### src/verilog/lpm_qual_pkg.sv
// Constants for the input qualifier and low-power sequencer
package lpm_qual_pkg;

    // Pins sharing one qualification period
    localparam int GROUP_PINS = 8;
    localparam int PERIOD_W   = 8;
    localparam int PCOUNT_W   = 9;
    localparam int SAMPLES_W  = 6;

    // Sample counts and their look-back positions
    localparam int SHORT_SAMPLES = 3;
    localparam int LONG_SAMPLES  = 6;

    // Select encodings
    localparam logic SEL_THREE = 1'b0;
    localparam logic SEL_SIX   = 1'b1;
    localparam logic MODE_IDLE    = 1'b0;
    localparam logic MODE_STANDBY = 1'b1;

    // Pre-stop clock hold per divider select, in system clock cycles
    localparam logic [1:0] DIV_SEL_HALF = 2'h2;
    localparam logic [1:0] DIV_SEL_FULL = 2'h3;
    localparam logic [6:0] HOLD_SHORT_CYC = 7'h10;
    localparam logic [6:0] HOLD_MID_CYC   = 7'h20;
    localparam logic [6:0] HOLD_LONG_CYC  = 7'h40;

    // External clock out drops between 32 and 45 cycles after entry
    localparam logic [6:0] EXT_CLK_LOW_CYC = 7'h20;

    // Wake not honoured before this many oscillator ticks after entry
    localparam logic [2:0] WAKE_BLOCK_OSC = 3'h4;

    // Standby wake qualification base, in oscillator ticks
    localparam logic [6:0] STBY_QUAL_BASE = 7'h02;
    localparam int STBY_QUAL_W = 6;

    // Resume latencies, in system clock cycles
    localparam logic [10:0] RESUME_IDLE_CYC       = 11'h014;
    localparam logic [10:0] RESUME_IDLE_SLOW_CYC  = 11'h41a;
    localparam logic [10:0] RESUME_STBY_CYC       = 11'h064;
    localparam logic [10:0] RESUME_STBY_SLOW_CYC  = 11'h465;

    // Low-power sequencer states
    typedef enum logic [2:0] {
        LP_RUN     = 3'b000,
        LP_HOLD    = 3'b001,
        LP_IDLE    = 3'b010,
        LP_STANDBY = 3'b011,
        LP_RESUME  = 3'b100
    } lp_state_type;

endpackage

### src/verilog/input_qualifier_lpm_wake.sv
// Input qualification filter with low-power entry and wake sequencing
// Notes on behaviour
// - Period field zero samples the pin on every system clock cycle.
// - Nonzero period n samples the pin once every 2n system clock cycles.
// - One period setting serves each group of eight consecutive pins.
// - Per-pin select chooses three or six samples to validate a change.
// - Three-sample window spans two sampling periods.
// - Six-sample window spans five sampling periods.
// - Glitches not stable across the selected samples are rejected.
// - Idle wake resumes within 20 cycles, 1050 with flash asleep.
// - Standby wake resumes within 100 cycles, 1125 with flash asleep.
// - System clock held 16, 32 or 64 cycles by divider select.
// - Standby stops peripheral clocks; phase-locked loop and watchdog run.
// - Standby drops external clock out 32 to 45 cycles after entry.
// - Idle exits on interrupt, watchdog, nonmaskable or reset pin.
// - After standby the waking interrupt is serviced if enabled.
`timescale 1ns/1ps
`default_nettype none

module input_qualifier_lpm_wake #(
    parameter int NUM_GROUPS = 1
) (
    input  wire logic                                        sys_clk,
    input  wire logic                                        rst,
    input  wire logic [NUM_GROUPS*lpm_qual_pkg::GROUP_PINS-1:0] pins_in,
    input  wire logic [NUM_GROUPS*lpm_qual_pkg::PERIOD_W-1:0] qual_period_field,
    input  wire logic [NUM_GROUPS*lpm_qual_pkg::GROUP_PINS-1:0] qual_sample_select,
    input  wire logic [NUM_GROUPS*lpm_qual_pkg::GROUP_PINS-1:0] wake_pin_enable,
    input  wire logic                                        oscillator_clock,
    input  wire logic                                        idle_exec,
    input  wire logic                                        lowpower_mode,
    input  wire logic [1:0]                                  clock_divider_select,
    input  wire logic [lpm_qual_pkg::STBY_QUAL_W-1:0]        standby_qual_count,
    input  wire logic                                        flash_asleep,
    input  wire logic                                        enabled_interrupt,
    input  wire logic                                        watchdog_interrupt,
    input  wire logic                                     external_nonmaskable_int,
    input  wire logic                                     external_reset_pin_n,
    output logic [NUM_GROUPS*lpm_qual_pkg::GROUP_PINS-1:0]   qualified_out,
    output logic                                             core_clock_enable,
    output logic                                             periph_clock_enable,
    output logic                                             pll_watchdog_enable,
    output logic                                             external_clock_out_en,
    output logic                                             in_low_power,
    output logic                                             cpu_resume,
    output logic                                             service_interrupt
);
    import lpm_qual_pkg::*;

    localparam int NP = NUM_GROUPS * GROUP_PINS;

    // Refuse an empty pin array at elaboration
    if (NUM_GROUPS < 1) begin : g_bad_groups
        $error("NUM_GROUPS must be at least one");
    end

    // Complete module state
    typedef struct packed {
        logic [NP-1:0]                      pin_s1;
        logic [NP-1:0]                      pin_s2;
        logic [NP-1:0][SAMPLES_W-1:0]       samples;
        logic [NP-1:0]                      qual;
        logic [NUM_GROUPS-1:0][PCOUNT_W-1:0] pcount;
        logic [4:0]                         src_s1;
        logic [4:0]                         src_s2;
        logic                               osc_prev;
        lp_state_type                       state;
        logic                               mode;
        logic                               by_interrupt;
        logic [6:0]                         entry_cnt;
        logic [2:0]                         osc_cnt;
        logic [6:0]                         wake_osc_cnt;
        logic [10:0]                        resume_cnt;
        logic [10:0]                        resume_limit;
        logic                               core_en;
        logic                               periph_en;
        logic                               ext_en;
        logic                               resume_p;
        logic                               isr_p;
    } state_type;

    state_type state_reg;
    state_type state_next;

    logic [NUM_GROUPS-1:0] group_tick;
    logic [NP-1:0]         qual_next;
    logic [NP-1:0][SAMPLES_W-1:0] samples_next;

    // Per-group sampling tick and per-pin sample history and decision
    genvar gi;
    generate
        for (gi = 0; gi < NP; gi = gi + 1) begin : g_pin
            localparam int GRP = gi / GROUP_PINS;
            logic [PERIOD_W-1:0] prd;
            logic [SAMPLES_W-1:0] hist;
            logic all_hi;
            logic all_lo;
            assign prd = qual_period_field[GRP*PERIOD_W +: PERIOD_W];
            if (gi % GROUP_PINS == 0) begin : g_tick
                // Zero period ticks every cycle, else every 2n cycles
                assign group_tick[GRP] = (prd == '0) ||
                    (state_reg.pcount[GRP] ==
                     {prd, 1'b0} - PCOUNT_W'(1));
            end
            assign hist = {state_reg.samples[gi][SAMPLES_W-2:0],
                           state_reg.pin_s2[gi]};
            assign samples_next[gi] = group_tick[GRP] ? hist
                                      : state_reg.samples[gi];
            // Three samples span two periods, six span five
            always_comb begin
                if (qual_sample_select[gi] == SEL_SIX) begin
                    all_hi = &state_reg.samples[gi];
                    all_lo = ~|state_reg.samples[gi];
                end else begin
                    all_hi = &state_reg.samples[gi][SHORT_SAMPLES-1:0];
                    all_lo = ~|state_reg.samples[gi][SHORT_SAMPLES-1:0];
                end
            end
            // Only unanimous samples move the output; glitches are held off
            assign qual_next[gi] = all_hi ? 1'b1 :
                                   all_lo ? 1'b0 : state_reg.qual[gi];
        end
    endgenerate

    logic                  osc_tick;
    logic                  wake_src;
    logic                  wake_ok;
    logic [6:0]            hold_cyc;
    logic [6:0]            stby_need;

    // Next-state computation
    always_comb begin
        state_next = state_reg;
        state_next.pin_s1 = pins_in;
        state_next.pin_s2 = state_reg.pin_s1;
        state_next.samples = samples_next;
        state_next.qual = qual_next;
        for (int g = 0; g < NUM_GROUPS; g++) begin
            state_next.pcount[g] = group_tick[g] ? '0
                : state_reg.pcount[g] + PCOUNT_W'(1);
        end
        state_next.src_s1 = {oscillator_clock, enabled_interrupt,
                             watchdog_interrupt, external_nonmaskable_int,
                             ~external_reset_pin_n};
        state_next.src_s2 = state_reg.src_s1;
        state_next.osc_prev = state_reg.src_s2[4];
        osc_tick = state_reg.src_s2[4] & ~state_reg.osc_prev;

        // Any enabled wake source; qualified wake pins are active low
        wake_src = |state_reg.src_s2[3:0] |
                   |(wake_pin_enable & ~state_reg.qual);
        // Wake is blocked until enough oscillator ticks since entry
        wake_ok = wake_src && (state_reg.osc_cnt >= WAKE_BLOCK_OSC);

        case (clock_divider_select)
            DIV_SEL_HALF: hold_cyc = HOLD_MID_CYC;
            DIV_SEL_FULL: hold_cyc = HOLD_LONG_CYC;
            default:      hold_cyc = HOLD_SHORT_CYC;
        endcase
        stby_need = STBY_QUAL_BASE + 7'(standby_qual_count);

        state_next.resume_p = 1'b0;
        state_next.isr_p = 1'b0;

        // Entry and tick counters saturate
        if (state_reg.state != LP_RUN) begin
            if (state_reg.entry_cnt != HOLD_LONG_CYC) begin
                state_next.entry_cnt = state_reg.entry_cnt + 7'h01;
            end
            if (osc_tick && state_reg.osc_cnt != WAKE_BLOCK_OSC) begin
                state_next.osc_cnt = state_reg.osc_cnt + 3'h1;
            end
        end

        case (state_reg.state)
            LP_RUN: begin
                if (idle_exec) begin
                    // Caller keeps the external bus quiet on entry
                    state_next.state = LP_HOLD;
                    state_next.mode = lowpower_mode;
                    state_next.entry_cnt = 7'h01;
                    state_next.osc_cnt = '0;
                    state_next.wake_osc_cnt = '0;
                end
            end
            LP_HOLD: begin
                // Core clock keeps running while the pipeline drains
                if (state_reg.entry_cnt >= hold_cyc) begin
                    state_next.state = (state_reg.mode == MODE_STANDBY)
                                       ? LP_STANDBY : LP_IDLE;
                    state_next.core_en = 1'b0;
                    state_next.periph_en = (state_reg.mode == MODE_IDLE);
                end
            end
            LP_IDLE: begin
                if (wake_ok) begin
                    state_next.state = LP_RESUME;
                    state_next.resume_cnt = 11'h001;
                    state_next.resume_limit = flash_asleep
                        ? RESUME_IDLE_SLOW_CYC : RESUME_IDLE_CYC;
                    state_next.by_interrupt = state_reg.src_s2[3];
                end
            end
            LP_STANDBY: begin
                // Wake must hold for the qualified oscillator tick count
                if (!wake_src) begin
                    state_next.wake_osc_cnt = '0;
                end else if (osc_tick) begin
                    state_next.wake_osc_cnt = state_reg.wake_osc_cnt + 7'h01;
                end
                if (wake_ok && (standby_qual_count == '0 ||
                    state_reg.wake_osc_cnt >= stby_need)) begin
                    state_next.state = LP_RESUME;
                    state_next.resume_cnt = 11'h001;
                    state_next.resume_limit = flash_asleep
                        ? RESUME_STBY_SLOW_CYC : RESUME_STBY_CYC;
                    state_next.by_interrupt = state_reg.src_s2[3];
                end
            end
            LP_RESUME: begin
                state_next.core_en = 1'b1;
                state_next.periph_en = 1'b1;
                state_next.ext_en = 1'b1;
                state_next.resume_cnt = state_reg.resume_cnt + 11'h001;
                if (state_reg.resume_cnt >= state_reg.resume_limit) begin
                    state_next.state = LP_RUN;
                    state_next.resume_p = 1'b1;
                    state_next.isr_p = state_reg.by_interrupt;
                end
            end
            default: begin
                state_next.state = LP_RUN;
            end
        endcase

        // External clock out stops at a fixed count into standby entry
        if ((state_reg.state == LP_HOLD || state_reg.state == LP_STANDBY)
            && state_reg.mode == MODE_STANDBY
            && state_reg.entry_cnt >= EXT_CLK_LOW_CYC - 7'h01) begin
            state_next.ext_en = 1'b0;
        end
    end

    // State register
    always_ff @(posedge sys_clk) begin
        if (rst) begin
            state_reg <= '0;
            state_reg.state <= LP_RUN;
            state_reg.qual <= '1;
            state_reg.samples <= '1;
            state_reg.core_en <= 1'b1;
            state_reg.periph_en <= 1'b1;
            state_reg.ext_en <= 1'b1;
        end else begin
            state_reg <= state_next;
        end
    end

    // Outputs from the state register; the PLL and watchdog enable is tied high
    assign qualified_out = state_reg.qual;
    assign core_clock_enable = state_reg.core_en;
    assign periph_clock_enable = state_reg.periph_en;
    assign pll_watchdog_enable = 1'b1;
    assign external_clock_out_en = state_reg.ext_en;
    assign in_low_power = (state_reg.state != LP_RUN);
    assign cpu_resume = state_reg.resume_p;
    assign service_interrupt = state_reg.isr_p;

endmodule

`default_nettype wire

### config.mk
export PLATFORM = sky130hd
export DESIGN_NAME = input_qualifier_lpm_wake
export DESIGN_NICKNAME = d
export VERILOG_FILES = /design/src/verilog/lpm_qual_pkg.sv /design/src/verilog/input_qualifier_lpm_wake.sv
export SDC_FILE = /design/constraint.sdc
export NUM_CORES = 1
export LEC_CHECK = 0
export ABC_AREA = 1
export BUFFER_PORTS_ARGS = -buffer_cell sky130_fd_sc_hd__buf_2
export CAP_MARGIN = 0
export CORE_UTILIZATION = 50
export CTS_CLUSTER_SIZE = 20
export DETAILED_ROUTE_END_ITERATION = 8
export MAX_ROUTING_LAYER = met4
export PLACE_DENSITY_LB_ADDON = 0.15
export SYNTH_ARGS = -nofsm -noshare
export SYNTH_HDL_FRONTEND = slang
export SYNTH_SLANG_ARGS = --single-unit
export TNS_END_PERCENT = 20
### constraint.sdc
create_clock -name sys_clk -period 5.2 [get_ports sys_clk]
set_clock_uncertainty 0.05 [all_clocks]
set_input_delay 1.04 -clock sys_clk [delete_from_list [all_inputs] [get_ports sys_clk]]
set_output_delay 1.04 -clock sys_clk [all_outputs]
set_load 0.005 [all_outputs]
After elaboration in Yosys (flattened, before gate mapping)
Cells that the tools add are included.
- memory bits (writable): 0
- memories kept: 0
- output and inout bits: 15
- bits in read-only memories: 0
- bits in registers: 141
- bits in latches: 0
- logic and storage cells: 201
- eq/ne operators: 15
- mux-type cells: 46
- multiply operators: 0
- shift-type cells: 0
- $add $sub $neg: 7
- bitwise operators: 9
- reductions and logical operators: 84
- order comparisons: 5
- divide/modulo/power cells: 0
- operators with widths (kind ; count):
    $reduce_and 6->1 ; 8
    $reduce_or 6->1 ; 8
    $mux 22 ; 2
    $pmux 11 s3 ; 1
    $reduce_and 3->1 ; 11
    $pmux 7 s2 ; 2
    $reduce_or 3->1 ; 9
    $mux 11 ; 2
    $pmux 11 s2 ; 1
    $mux 7 ; 3
    $mux 1 ; 20
    $mux 10 ; 2
    $reduce_or 2->1 ; 10
    $mux 3 ; 6
    $mux 17 ; 1
    $logic_not 1->1 ; 16
    $pmux 3 s5 ; 1
    $add 7x1->7 const B ; 2
    $ge 7x7->1 ; 2
    $add 11x1->11 const B ; 1
    $ge 11x11->1 ; 1
    $ne 2x2->1 const B ; 5
    $add 9x1->9 const B ; 1
    $eq 9x9->1 ; 1
    other kinds (31) ; 50

Longest topological paths before layout
- depth in word-level cells: 8
- mapped depth: 17

Worst setup path after synthesis
Ideal clock, no wire load.
- path kind: input to register
- from: input port standby_qual_count[1] (netlist bit)
- to: register state_reg[25] (netlist bit)
- arrival: 2782 ps
- setup time: 132 ps
- cell stages on the path: 16
- data required time: 5018 ps
- path slack: 2236 ps
- buffers on the path: 2
- cells stage by stage: ha_1 nand3_1 xnor2_1 inv_1 ha_1 nand2_1 nor2_1 nand2_1 o21bai_1 nand2_1 and2_1 buf_2 nand2_4 buf_6 nand3_1 a21oi_1
- word-level cells in the longest chain between the ends: 6
- elaborated cells on any way between the ends: 7
- classes of those cells: add/sub: 1; order compare: 1; eq/ne: 1; reduce/logical: 4
- RTL lines (item ; RTL line ; RTL):
    start: declaration ; input_qualifier_lpm_wake.sv:33 ; input wire logic [lpm_qual_pkg::STBY_QUAL_W-1:0] standby_qual_count,
    $add 2x6->7 ; input_qualifier_lpm_wake.sv:160 ; stby_need = STBY_QUAL_BASE + 7'(standby_qual_count);
    $ge 7x7->1 ; input_qualifier_lpm_wake.sv:212 ; state_reg.wake_osc_cnt >= stby_need)) begin
    $logic_or 1x1->1 (*) ; input_qualifier_lpm_wake.sv:211 ; if (wake_ok && (standby_qual_count == '0 ||
    $logic_and 1x1->1 (*) ; input_qualifier_lpm_wake.sv:211 ;
    $ne 2x2->1 (no line) (*) ; -- ;
    $reduce_and 3->1 (no line) (*) ; -- ;
    end signal: assignment ; input_qualifier_lpm_wake.sv:255 ; state_reg <= state_next;
    end: declaration ; input_qualifier_lpm_wake.sv:82 ; state_type state_reg;
Every way passes the cells marked *; elsewhere a longest branch is shown, timed or not.
A chain may end at the register's enable or synchronous reset.

Final worst setup path
- from: input port qual_period_field[0] (netlist bit)
- to: register state_reg (netlist bit g_pin[0].hist[4])
- word-level cells in the longest chain between the ends: 3
- elaborated cells on any way between the ends: 4
- classes of those cells: add/sub: 1; eq/ne: 1; reduce/logical: 2
- RTL lines (item ; RTL line ; RTL):
    start: declaration ; input_qualifier_lpm_wake.sv:26 ; input wire logic [NUM_GROUPS*lpm_qual_pkg::PERIOD_W-1:0] qual_period_field,
    $sub 9x1->9 ; input_qualifier_lpm_wake.sv:103 ; {prd, 1'b0} - PCOUNT_W'(1));
    $eq 9x9->1 ; input_qualifier_lpm_wake.sv:102 ; (state_reg.pcount[GRP] ==
    $logic_or 1x1->1 (*) ; input_qualifier_lpm_wake.sv:101 ; assign group_tick[GRP] = (prd == '0) ||
Marks and branches as above.

==> metrics <==
outcome complete, no violations; Final Cell Area 7426 um^2; CTS buffer count 17; top_reg_cell synth dfxtp_1; Avg Inst Size Synth 7.273 um^2; Post-synth EDFFs 0; Hold Path Class reg -> reg; nets@finish 1014; Ys Warns 0; # DRC 0; combinational share of power 0.141; Seq pwr share 0.411; # port buffers 63; root buffer cell clkbuf_16; layout cells sized above 1 0.1106; cell mode on critical path nand2_1; met1 WL 6489 um; NetSw 0.7036 mW; clock-pin slew on the worst setup and hold paths 0.06 ns; Pre-Repair DR Iteration Count 5; pwr/cell area 368.0 nW/um^2; routed via count 5628; Final Core Density 0.5884; worst vdd ir 0.2336 mV; Internal 2.029 mW; TritonCTS clock tree done; final setup TNS 0 ns; placement row count 41; worst slew pin tran 0.9339 ns; largest net degree at the start of global routing 61; Sw Share 0.2574; Max Root-Sink Buffers 2; asr flop ratio synth 0; Die Y 115.9 um; # IOs 65; Setup Fix Bufs, Post-CTS 0; Slew Viols, Final 0; kind of critical path in -> reg; antenna cells 0; detailed-route wire length 13070 um; final hold vios 0; DP Area 6818 um^2; worst stage delay on the critical path 0.73 ns; DP Wirelength 8919 um; initial antenna violation count 0; total clock sinks 136; Mapped Cells 892; highest clock rate 0.3132 GHz; Crit. End Element register; Die X-Extent 115.9 um; arrival time worst endpoint 3.41 ns; Resized cells post-CTS 0; area of the mapped netlist 6487 um^2; Met2 Wirelength 5915 um; slowest stage cell, crit path or2_2; critical path cell sequence buf_2 > inv_1 > ha_1 > nand4_1 > or2_2 > nand2_1 > buf_4 > nand2_1 > nand3_1; Synth cell types 36; register area share after synthesis 0.4197; maxcap violations 0; Clk Latency, worst-skew pair 0.41 ns; initial DRC count 417; vias in the first global route 4975; Period Utilization, post-route 0.6140; Final setup viols 0; min Tclk post-route 3.193 ns; Leak 3.633 nW; Die ar. 13430 um^2; crit-path max FO 50; FF+latch count, synth 136; CTS Hold Buffers Added 0; post-route ant nets 0; via/cell ratio 5.021; gr ovfl total 0; Core Region 12620 um^2; Synth-to-Final Area Change 14.46%; RSZ-0062 raised after global routing no; CP required 5.41 ns; Placer Congestion 0.8361; Initial Utilization 0.5141; max FFs per register 61; Clk pwr share 0.447; Startpoint Class input pin; Net Count, Synth 969; DR WL/cell 11.66 um; Slew headroom 0.3774; CTS H-Tree Depth 4; top routing layer in use met4; met3 wire len 514 um; GRT Total Usage 0.2132; first-pass GRT wire length 21950 um
[metrics by stage]
step	setup slack, ns	power [mW]	std cells	hold slack, ns
CTS	2.007	2.762	1121	0.3518
global route	1.786	2.876	1121	0.3709
detailed placement	1.582	1.529	1090	0.3443
floorplan	2.236	1.431	892	0.3383
global placement	1.640	1.526	1090	0.3392
finish	2.007	2.733	1121	0.3500
[cells by family (layout without fill, tap and decap cells)]
group	after synthesis	count (layout)	synth area share
AOI/OAI and AO/OA	88	88	0.08274
xor gates and xnor gates	19	19	0.02565
adders and majority gates	27	27	0.05207
buffers and inverters	174	231	0.1124
DFF	136	136	0.4197
other	1	1	0.0005780
and+or+nand+nor	447	447	0.3068
[placed cells by master (no fill, tap or decap), types with 17 or more instances in the layout]
master / n
clkbuf_16: 17
buf_2: 63
nor3_1: 22
nor2_1: 84
inv_1: 131
a21oi_1: 40
nand3_1: 157
ha_1: 27
dfxtp_1: 136
nand2_1: 156
[cells in the mapped netlist, drive strengths merged (4+ instances only)]
cell type	count	share of area
o2111ai	8	0.011
nor4	4	0.0039
o21bai	4	0.0046
nor2	84	0.049
nand4	8	0.0077
clkbuf	13	0.0075
nand3	159	0.12
o41ai	8	0.011
nand2	158	0.093
dfxtp	136	0.42
a21oi	40	0.031
inv	133	0.077
ha	27	0.052
nor3	22	0.017
xnor2	8	0.011
buf	28	0.028
a31oi	9	0.0087
o21ai	13	0.010
xor2	11	0.015
or2	5	0.0048
[worst max-delay path, delay by kind of cell]
kind	cells	cell delay (ns)
adders and majority gates	1	0.24
buffers and inverters	3	0.54
and+or+nand+nor	5	1.55
[final cells by class]
class                      instances  area [um^2]
tap                              172        215.2
clock inverter                     7        116.4
multi-input combinational        582         3035
inverter                         133        499.2
fill                            1214         5194
timing repair buffer              67        345.3
sequential                       136         2723
clock buffer                      24        491.7
[layer usage]
metal | GRT usage | up-vias
met5 | - | -
met4 | 0.06923 | 0
met3 | 0.05596 | 16
met2 | 0.3298 | 113
met1 | 0.2702 | 2505
li1 | - | 2994
[power by group through the flow]
stage	clock, mW	combinational [mW]	sequential [mW]
after floorplan	0	0.292	1.14
after global placement	0	0.380	1.15
after detailed placement	0	0.383	1.15
after CTS	1.25	0.390	1.12
after global routing	1.30	0.448	1.13
final	1.22	0.386	1.12
[worst paths after layout]
kind / slack, ns / depth (start not counted) / end / startpoint
worst max-delay path: 2.01 / 9 / g_pin[0].hist[4]$_SDFFE_PP1P_ / qual_period_field[0]
worst min register to register: 0.35 / 2 / g_pin[5].hist[0]$_SDFF_PP0_ / state_next[130]$_SDFF_PP0_
worst min-delay path: 0.35 / 2 / g_pin[5].hist[0]$_SDFF_PP0_ / state_next[130]$_SDFF_PP0_
worst max register to register: 3.15 / 11 / g_pin[0].hist[4]$_SDFFE_PP1P_ / state_reg[63]$_SDFF_PP0_
Power figures use the tool's default switching activity.
